===== src/verilog/ctf_map.vh =====
// Register map, reset values and timing figures of the test frame timer.
// Included by the timing generator; definitions only.
`ifndef CTF_MAP_VH
`define CTF_MAP_VH
// Register indices; byte address is four times the index
`define CTF_IDX_CTRL      6'h01
`define CTF_IDX_LSIZE_HI  6'h04
`define CTF_IDX_LSIZE_LO  6'h05
`define CTF_IDX_BAR_HI    6'h06
`define CTF_IDX_BAR_LO    6'h07
`define CTF_IDX_ACT_HI    6'h08
`define CTF_IDX_ACT_LO    6'h09
`define CTF_IDX_TOT_HI    6'h0A
`define CTF_IDX_TOT_LO    6'h0B
`define CTF_IDX_LPD_HI    6'h0C
`define CTF_IDX_LPD_LO    6'h0D
`define CTF_IDX_BPORCH    6'h0E
`define CTF_IDX_FPORCH    6'h0F
`define CTF_IDX_COLOR0    6'h10
`define CTF_IDX_COLOR1    6'h11
`define CTF_IDX_COLOR2    6'h12
`define CTF_IDX_STATUS    6'h1C
// Reset values
`define CTF_RST_CTRL      8'h30
`define CTF_RST_LSIZE_HI  8'h07
`define CTF_RST_LSIZE_LO  8'h80
`define CTF_RST_BAR_HI    8'h00
`define CTF_RST_BAR_LO    8'hF0
`define CTF_RST_ACT_HI    8'h01
`define CTF_RST_ACT_LO    8'hE0
`define CTF_RST_TOT_HI    8'h02
`define CTF_RST_TOT_LO    8'h0D
`define CTF_RST_LPD_HI    8'h0C
`define CTF_RST_LPD_LO    8'h67
`define CTF_RST_BPORCH    8'h21
`define CTF_RST_FPORCH    8'h0A
`define CTF_RST_COLOR0    8'hAA
`define CTF_RST_COLOR1    8'h33
`define CTF_RST_COLOR2    8'hF0
// Control register fields
`define CTF_CTRL_EN       7
`define CTF_CTRL_FIXED    6
`define CTF_CTRL_RATE_HI  5
`define CTF_CTRL_RATE_LO  4
`define CTF_CTRL_BLK_HI   3
`define CTF_CTRL_BLK_LO   0
// Lane rate codes
`define CTF_RATE_400M     2'h0
`define CTF_RATE_800M     2'h1
`define CTF_RATE_1200M    2'h2
`define CTF_RATE_1600M    2'h3
// Timing: clock period and line period units, in picoseconds
`define CTF_CLK_PS        40000
`define CTF_UNIT_10NS_PS  10000
`define CTF_UNIT_13NS_PS  13333
`define CTF_UNIT_20NS_PS  20000
`endif


===== src/verilog/ctf_timing.v =====
// Test pattern frame timer: line period, vertical porches and color bytes,
// with an APB register slave. Assumes ref_clk at 25 MHz and an APB master
// on the same clock; the byte stream feeds a packet former downstream.
`timescale 1ns/10ps
`include "ctf_map.vh"

module ctf_timing (
  // Clock and reset
  input  wire        ref_clk,
  input  wire        rst_n,
  // APB slave
  input  wire        psel,
  input  wire        penable,
  input  wire        pwrite,
  input  wire [7:0]  paddr,
  input  wire [31:0] pwdata,
  output wire        pready,
  output reg  [31:0] prdata,
  output reg         pslverr,
  // Video stream
  output reg         frame_start,
  output reg         frame_end,
  output reg         line_start,
  output reg         line_active,
  output reg         pix_valid,
  output reg  [7:0]  pix_data
);

  // Line period units per clock, 40 ns over the unit
  localparam integer STEP_10NS = `CTF_CLK_PS / `CTF_UNIT_10NS_PS;
  localparam integer STEP_13NS = `CTF_CLK_PS / `CTF_UNIT_13NS_PS;
  localparam integer STEP_20NS = `CTF_CLK_PS / `CTF_UNIT_20NS_PS;

  reg        rst_meta;
  reg        rst_sync;
  reg [7:0]  ctrl;
  reg [7:0]  lsize_hi;
  reg [7:0]  lsize_lo;
  reg [7:0]  bar_hi;
  reg [7:0]  bar_lo;
  reg [7:0]  act_hi;
  reg [7:0]  act_lo;
  reg [7:0]  tot_hi;
  reg [7:0]  tot_lo;
  reg [7:0]  lpd_hi;
  reg [7:0]  lpd_lo;
  reg [7:0]  bporch;
  reg [7:0]  fporch;
  reg [7:0]  color0;
  reg [7:0]  color1;
  reg [7:0]  color2;
  reg [16:0] unit_cnt;
  reg [15:0] line_idx;
  reg [15:0] byte_cnt;
  reg [15:0] seg_cnt;
  reg [1:0]  bar_idx;
  reg [3:0]  blk_cnt;
  reg [1:0]  col_idx;
  reg        running;
  reg [3:0]  step;
  reg [7:0]  rd_val;

  wire [5:0]  idx        = paddr[7:2];
  wire        setup      = psel & ~penable;
  wire        mapped;
  wire        wr_en      = psel & penable & pwrite & ~pslverr;
  wire        enable     = ctrl[`CTF_CTRL_EN];
  wire        fixed_mode = ctrl[`CTF_CTRL_FIXED];
  wire [3:0]  blk_size   = ctrl[`CTF_CTRL_BLK_HI:`CTF_CTRL_BLK_LO];
  wire [15:0] total      = {tot_hi, tot_lo};
  wire [15:0] period     = {lpd_hi, lpd_lo};
  wire [15:0] act_lines  = {act_hi, act_lo};
  wire [15:0] line_bytes = {lsize_hi, lsize_lo};
  wire [15:0] bar_len    = {bar_hi, bar_lo};
  wire [16:0] act_first  = {9'h000, bporch};
  wire [16:0] act_end    = act_first + {1'b0, act_lines};
  wire [16:0] fe_line    = act_end + {9'h000, fporch};
  wire [16:0] next_unit  = unit_cnt + {13'h0000, step};
  wire        line_tick  = running & (next_unit >= {1'b0, period});
  wire        last_line  = ({1'b0, line_idx} + 17'h00001) >= {1'b0, total};
  wire [15:0] next_line  = last_line ? 16'h0000 : line_idx + 16'h0001;
  wire        next_act   = ({1'b0, next_line} >= act_first) & ({1'b0, next_line} < act_end);
  wire        fixed_ok   = blk_size != 4'h0;

  // Picks one of the three colour bytes
  function [7:0] pick_color;
    input [1:0] sel;
    input [7:0] c0;
    input [7:0] c1;
    input [7:0] c2;
    begin
      case (sel)
        2'd0:    pick_color = c0;
        2'd1:    pick_color = c1;
        default: pick_color = c2;
      endcase
    end
  endfunction

  // Reset release through two flops
  always @(posedge ref_clk or negedge rst_n) begin
    if (!rst_n) begin
      rst_meta <= 1'b0;
      rst_sync <= 1'b0;
    end else begin
      rst_meta <= 1'b1;
      rst_sync <= rst_meta;
    end
  end

  // Units added per clock for the lane rate
  always @* begin
    case (ctrl[`CTF_CTRL_RATE_HI:`CTF_CTRL_RATE_LO])
      `CTF_RATE_400M:  step = STEP_20NS[3:0];
      `CTF_RATE_1200M: step = STEP_13NS[3:0];
      default:         step = STEP_10NS[3:0];
    endcase
  end

  // Address decode and read mux
  assign mapped = (paddr[1:0] == 2'b00) &
                  ((idx == `CTF_IDX_CTRL) | (idx == `CTF_IDX_STATUS) |
                   ((idx >= `CTF_IDX_LSIZE_HI) & (idx <= `CTF_IDX_COLOR2)));
  always @* begin
    case (idx)
      `CTF_IDX_CTRL:     rd_val = ctrl;
      `CTF_IDX_LSIZE_HI: rd_val = lsize_hi;
      `CTF_IDX_LSIZE_LO: rd_val = lsize_lo;
      `CTF_IDX_BAR_HI:   rd_val = bar_hi;
      `CTF_IDX_BAR_LO:   rd_val = bar_lo;
      `CTF_IDX_ACT_HI:   rd_val = act_hi;
      `CTF_IDX_ACT_LO:   rd_val = act_lo;
      `CTF_IDX_TOT_HI:   rd_val = tot_hi;
      `CTF_IDX_TOT_LO:   rd_val = tot_lo;
      `CTF_IDX_LPD_HI:   rd_val = lpd_hi;
      `CTF_IDX_LPD_LO:   rd_val = lpd_lo;
      `CTF_IDX_BPORCH:   rd_val = bporch;
      `CTF_IDX_FPORCH:   rd_val = fporch;
      `CTF_IDX_COLOR0:   rd_val = color0;
      `CTF_IDX_COLOR1:   rd_val = color1;
      `CTF_IDX_COLOR2:   rd_val = color2;
      `CTF_IDX_STATUS:   rd_val = {running, line_active, pix_valid, 5'h00};
      default:           rd_val = 8'h00;
    endcase
  end

  // Zero wait: answer in every access phase
  assign pready = 1'b1;

  // Read data and error captured in the setup phase
  always @(posedge ref_clk or negedge rst_n) begin
    if (!rst_n) begin
      prdata  <= 32'h00000000;
      pslverr <= 1'b0;
    end else if (!rst_sync) begin
      prdata  <= 32'h00000000;
      pslverr <= 1'b0;
    end else if (setup) begin
      prdata  <= mapped ? {24'h000000, rd_val} : 32'h00000000;
      pslverr <= ~mapped;
    end
  end

  // Register writes in the access phase
  always @(posedge ref_clk or negedge rst_n) begin
    if (!rst_n) begin
      ctrl     <= `CTF_RST_CTRL;
      lsize_hi <= `CTF_RST_LSIZE_HI;
      lsize_lo <= `CTF_RST_LSIZE_LO;
      bar_hi   <= `CTF_RST_BAR_HI;
      bar_lo   <= `CTF_RST_BAR_LO;
      act_hi   <= `CTF_RST_ACT_HI;
      act_lo   <= `CTF_RST_ACT_LO;
      tot_hi   <= `CTF_RST_TOT_HI;
      tot_lo   <= `CTF_RST_TOT_LO;
      lpd_hi   <= `CTF_RST_LPD_HI;
      lpd_lo   <= `CTF_RST_LPD_LO;
      bporch   <= `CTF_RST_BPORCH;
      fporch   <= `CTF_RST_FPORCH;
      color0   <= `CTF_RST_COLOR0;
      color1   <= `CTF_RST_COLOR1;
      color2   <= `CTF_RST_COLOR2;
    end else if (wr_en) begin
      case (idx)
        `CTF_IDX_CTRL:     ctrl     <= pwdata[7:0];
        `CTF_IDX_LSIZE_HI: lsize_hi <= pwdata[7:0];
        `CTF_IDX_LSIZE_LO: lsize_lo <= pwdata[7:0];
        `CTF_IDX_BAR_HI:   bar_hi   <= pwdata[7:0];
        `CTF_IDX_BAR_LO:   bar_lo   <= pwdata[7:0];
        `CTF_IDX_ACT_HI:   act_hi   <= pwdata[7:0];
        `CTF_IDX_ACT_LO:   act_lo   <= pwdata[7:0];
        `CTF_IDX_TOT_HI:   tot_hi   <= pwdata[7:0];
        `CTF_IDX_TOT_LO:   tot_lo   <= pwdata[7:0];
        `CTF_IDX_LPD_HI:   lpd_hi   <= pwdata[7:0];
        `CTF_IDX_LPD_LO:   lpd_lo   <= pwdata[7:0];
        `CTF_IDX_BPORCH:   bporch   <= pwdata[7:0];
        `CTF_IDX_FPORCH:   fporch   <= pwdata[7:0];
        `CTF_IDX_COLOR0:   color0   <= pwdata[7:0];
        `CTF_IDX_COLOR1:   color1   <= pwdata[7:0];
        `CTF_IDX_COLOR2:   color2   <= pwdata[7:0];
        default:           ctrl     <= ctrl;
      endcase
    end
  end

  // Line timing and frame sequencing
  always @(posedge ref_clk or negedge rst_n) begin
    if (!rst_n) begin
      running     <= 1'b0;
      unit_cnt    <= 17'h00000;
      line_idx    <= 16'h0000;
      frame_start <= 1'b0;
      frame_end   <= 1'b0;
      line_start  <= 1'b0;
      line_active <= 1'b0;
    end else if (!rst_sync || !enable) begin
      running     <= 1'b0;
      unit_cnt    <= 17'h00000;
      line_idx    <= 16'h0000;
      frame_start <= 1'b0;
      frame_end   <= 1'b0;
      line_start  <= 1'b0;
      line_active <= 1'b0;
    end else if (!running) begin
      // First line of the first frame
      running     <= 1'b1;
      unit_cnt    <= 17'h00000;
      line_idx    <= 16'h0000;
      frame_start <= 1'b1;
      frame_end   <= 1'b0;
      line_start  <= 1'b1;
      line_active <= bporch == 8'h00 && act_lines != 16'h0000;
    end else if (line_tick) begin
      unit_cnt    <= 17'h00000;
      line_idx    <= next_line;
      frame_start <= last_line;
      // End of frame after the front porch, or at wrap if it does not fit
      frame_end   <= ({1'b0, next_line} == fe_line) | (last_line & (fe_line >= {1'b0, total}));
      line_start  <= 1'b1;
      line_active <= next_act;
    end else begin
      unit_cnt    <= next_unit;
      frame_start <= 1'b0;
      frame_end   <= 1'b0;
      line_start  <= 1'b0;
    end
  end

  // Byte stream of an active line
  always @(posedge ref_clk or negedge rst_n) begin
    if (!rst_n) begin
      pix_valid <= 1'b0;
      pix_data  <= 8'h00;
      byte_cnt  <= 16'h0000;
      seg_cnt   <= 16'h0000;
      bar_idx   <= 2'd0;
      blk_cnt   <= 4'h0;
      col_idx   <= 2'd0;
    end else if (!rst_sync || line_start) begin
      pix_valid <= 1'b0;
      pix_data  <= 8'h00;
      byte_cnt  <= 16'h0000;
      seg_cnt   <= 16'h0000;
      bar_idx   <= 2'd0;
      blk_cnt   <= 4'h0;
      col_idx   <= 2'd0;
    // Stop at a line boundary or disable so no byte trails into a blank line
    end else if (line_active && running && enable && !line_tick && byte_cnt < line_bytes) begin
      pix_valid <= 1'b1;
      byte_cnt  <= byte_cnt + 16'h0001;
      if (fixed_mode) begin
        // Field of blk_size bytes cycling the colour bytes
        pix_data <= pick_color(col_idx, color0, color1, color2);
        if (!fixed_ok || blk_cnt + 4'h1 >= blk_size) begin
          blk_cnt <= 4'h0;
          col_idx <= 2'd0;
        end else begin
          blk_cnt <= blk_cnt + 4'h1;
          col_idx <= (col_idx == 2'd2) ? 2'd0 : col_idx + 2'd1;
        end
      end else begin
        // Bars 0 and 1 last bar_len bytes, bar 2 takes the rest
        pix_data <= pick_color(bar_idx, color0, color1, color2);
        if (bar_idx != 2'd2 && seg_cnt + 16'h0001 >= bar_len) begin
          seg_cnt <= 16'h0000;
          bar_idx <= bar_idx + 2'd1;
        end else begin
          seg_cnt <= seg_cnt + 16'h0001;
        end
      end
    end else begin
      pix_valid <= 1'b0;
    end
  end

endmodule


===== config.mk =====
export PLATFORM = sky130hd
export DESIGN_NAME = ctf_timing
export DESIGN_NICKNAME = d
export VERILOG_FILES = /design/src/verilog/ctf_timing.v
export VERILOG_INCLUDE_DIRS = /design/src /design/src/verilog
export SDC_FILE = /design/constraint.sdc
export NUM_CORES = 1
export LEC_CHECK = 0
export ABC_AREA = 1
export BUFFER_PORTS_ARGS = -buffer_cell sky130_fd_sc_hd__buf_2
export CAP_MARGIN = 20
export CORE_AREA = 2 2 232 234
export CTS_CLUSTER_DIAMETER = 200
export DETAILED_ROUTE_END_ITERATION = 10
export DIE_AREA = 0 0 234 236
export GPL_ROUTABILITY_DRIVEN = 0
export GPL_TIMING_DRIVEN = 0
export PLACE_DENSITY = 0.46
export RECOVER_POWER = 50
export SETUP_SLACK_MARGIN = 0.02
export SYNTH_ARGS = -nofsm -noshare
export SYNTH_HDL_FRONTEND = slang
export SYNTH_SLANG_ARGS = --single-unit

===== constraint.sdc =====
create_clock -name ref_clk -period 3.8 [get_ports ref_clk]
set_clock_uncertainty 0.15 [all_clocks]
set_input_delay 0.19 -clock ref_clk [delete_from_list [all_inputs] [get_ports ref_clk]]
set_output_delay 0.19 -clock ref_clk [all_outputs]
set_load 0.02 [all_outputs]

==> results.json <==
{
  "cts_buffer_depth": 3,
  "final.min_clock_period_ns": 4.33,
  "r2r_end": "line_active$_DFFE_PN0P_",
  "cts_tree": "yes",
  "rr_worst_depth": 30,
  "drt_iter0_drc": 1101,
  "dr.pass1.iters": 6,
  "drc": 0,
  "clk_latency_ns": 0.57,
  "antenna_found_initial": 0,
  "core_mm2": 0.0531,
  "cts.clk_slew.worst_paths_ns": 0.06,
  "clock-sinks": 226,
  "criticalPathCategory": "reg2reg",
  "synth_cell_type_count": 54,
  "netlist.area_leader.share_pct": 29.6,
  "cts_buffers": 28,
  "dieArea_mm2": 0.0552,
  "violations": "capacitance limit, slew limit, setup timing",
  "grt_pass1_wl_mm": 84.2,
  "reg2reg_setup_slack_ns": -0.53,
  "min_path_type": "in2reg",
  "ys_ff_latch": 226,
  "start_kind": "flip-flop",
  "worst_pin_slew_ns": 2.89,
  "status": "finished, violations left",
  "die_h_um": 236,
  "hpwl_mm": 41.2,
  "synth_edf_count": 0,
  "post-place-ws_ns": -1.01,
  "timing.hold.ws_ns": 0.0655,
  "maxSlewHeadroom_pct": -92.7,
  "syn_area_per_cell_um2": 7.44,
  "ios": 92,
  "timing.rr.start": "line_idx[0]$_DFFE_PN0P_",
  "power.density_mw_per_mm2": 351,
  "grt_overflow": 0,
  "grt.total_usage_pct": 19.7,
  "max_freq_mhz": 231,
  "cp_slowest_stage_delay_ns": 0.37,
  "leakage_nw": 9.45,
  "min_from": "psel",
  "finalSetupViolCount": 85,
  "ant_nets": 0,
  "hold_path_depth": 5,
  "yosysSeqAreaShare_pct": 36.5,
  "grt_pass1_vias": 14400,
  "yosysWarnings": 0,
  "required_ns": 4.10,
  "ir_worst_vdd_v": 0.000395,
  "port_buffers": 42,
  "hold_viol": 0,
  "wirelength_mm": 55.3,
  "num_rows": 85,
  "arrival_ns": 4.63,
  "synth.cell_area_mm2": 0.0156,
  "grt_setup_unrepaired": "yes",
  "syn_inst": 2101,
  "drive_gt1_share_pct": 21.4,
  "syn_to_final_growth_pct": 28.3,
  "synth-async-reset-ratio_pct": 100,
  "fin_ws_ns": -0.531,
  "root_buffer": "clkbuf_16",
  "die_x_um": 234,
  "start_util_pct": 29.5,
  "ys.flop_type": "dfrtp_1",
  "antenna_cells": 0,
  "cp_slowest_cell": "dfrtp_1",
  "critPathTopFamily": "simple AND/OR/NAND/NOR gates",
  "crit_buf_inv": 4,
  "min_to": "prdata[4]$_DFFE_PN0P_",
  "cp-startpoint": "line_idx[0]$_DFFE_PN0P_",
  "cts-htree-levels": 1,
  "grt_max_degree": 114,
  "wl_per_cell_um": 18.4,
  "final_util_pct": 37.8,
  "end_kind": "flip-flop",
  "max_cap_violations": 1,
  "synth_area_leader_cell": "dfrtp_1",
  "vias": 15000,
  "via_per_inst": 4.99,
  "fin_setup_tns_ns": -32.58,
  "min_period_over_period_pct": 114,
  "drv_slew": 110,
  "crit_fanout": 8,
  "fin_nets": 2470,
  "synth.area.top_cells": "dfrtp_1 30%, nand2_1 12%, ha_1 11%"
}
==> sequential cells by signal, summed over array words and instances, names as in the netlist, 8 cells and up <==
name,count
tot_hi,8
act_hi,8
line_idx,16
prdata,8
unit_cnt,17
act_lo,8
lsize_lo,8
seg_cnt,16
tot_lo,8
ctrl,8
bar_hi,8
lsize_hi,8
lpd_hi,8
bporch,8
pix_data,8
color0,8
color2,8
byte_cnt,16
fporch,8
color1,8
lpd_lo,8
bar_lo,8
==> worst min-delay path: cells and delay by family <==
| family | cells | cell delay [ns] |
|---|---|---|
| simple gates | 3 | 0.31 |
| compound gates | 1 | 0.12 |
| buf+inv | 1 | 0.10 |
==> through the flow <==
step           area [µm²]  power (mW)  std cells
3_3_place_gp        16900        3.77       2864
5_1_grt             20100        7.35       3008
3_5_place_dp        17000        3.80       2866
2_1_floorplan       15900        3.39       2126
4_1_cts             19200        6.95       2976
6_report            20100        7.03       3008
==> synthesized netlist by cell type, types with 27 or more instances <==
library cell / count
ha_1: 132
nand2_1: 516
o21ai_0: 195
inv_1: 319
dfrtp_1: 185
dfstp_2: 41
o22ai_1: 63
a21oi_1: 70
nand4_1: 41
nand3_1: 107
clkbuf_1: 30
xor2_1: 38
buf_4: 27
nor2_1: 134
==> cell usage in the layout, fill, tap and decap left out, drive strengths merged, types with 24 or more instances in the layout <==
master and n:
a21oi 70, buf 134, clkbuf 92, conb 27, dfrtp 185, dfstp 41
ha 132, inv 318, nand2 543, nand3 109, nand4 41, nor2 141
nor3 24, o21ai 217, o22ai 63, xor2 38
==> layer usage <==
layer	part of all wire (%)	wire, µm	global-route usage (%)
met1	45	25000	27.2
met2	47	26200	32.7
met3	4.7	2620	1.96
met4	2.6	1450	5.20
met5	0	0	0
==> layout make-up <==
class,instances,area [µm²]
plain buffers,69,495
repair inverters,1,16.3
clock buffers,37,816
repair buffers,132,1120
flip-flops and latches,226,5710
fillers,5549,33000
multi-input cells,1510,9580
inverters,322,1240
clock inverters,15,213
well taps,696,871
==> power by group <==
part           switching, mW  internal, mW
sequential            0.0939          2.51
clock                   1.13          1.84
combinational          0.912         0.541
total                   2.14          4.90
==> cell families (layout without fill, tap and decap cells) <==
logic type | count (synthesis) | count (layout) | share of synthesized area, %
compound gates | 410 | 410 | 15.3
xor+xnor | 46 | 46 | 2.58
fa+ha+maj | 135 | 135 | 10.9
buf+inv | 392 | 576 | 10.3
flops | 226 | 226 | 36.5
other cells | 2 | 27 | 0.0480
simple gates | 890 | 892 | 24.4
==> worst max path at each step <==
stage	end	slack (ns)	cells after the start
global placement	byte_cnt[8]$_DFFE_PN0P_	-1.86	1
CTS	line_active$_DFFE_PN0P_	-0.52	30
floorplan	frame_end$_DFF_PN0_	-0.25	31
global route	line_active$_DFFE_PN0P_	-0.79	29
finish	line_active$_DFFE_PN0P_	-0.53	30
detailed placement	line_active$_DFFE_PN0P_	-1.01	30
==> repair_timing <==
item / 4_1_cts / 5_1_grt
hold buffers: 11 / 0
setup endpoints to repair: 85 / 85
endpoints found under the hold margin: 158 / 0
cloned: 6 / 3
buffers inserted: 41 / 31
resized for setup: 171 / 145
pin swaps: 44 / 60
No activity file was read; power rests on OpenSTA's default activity.
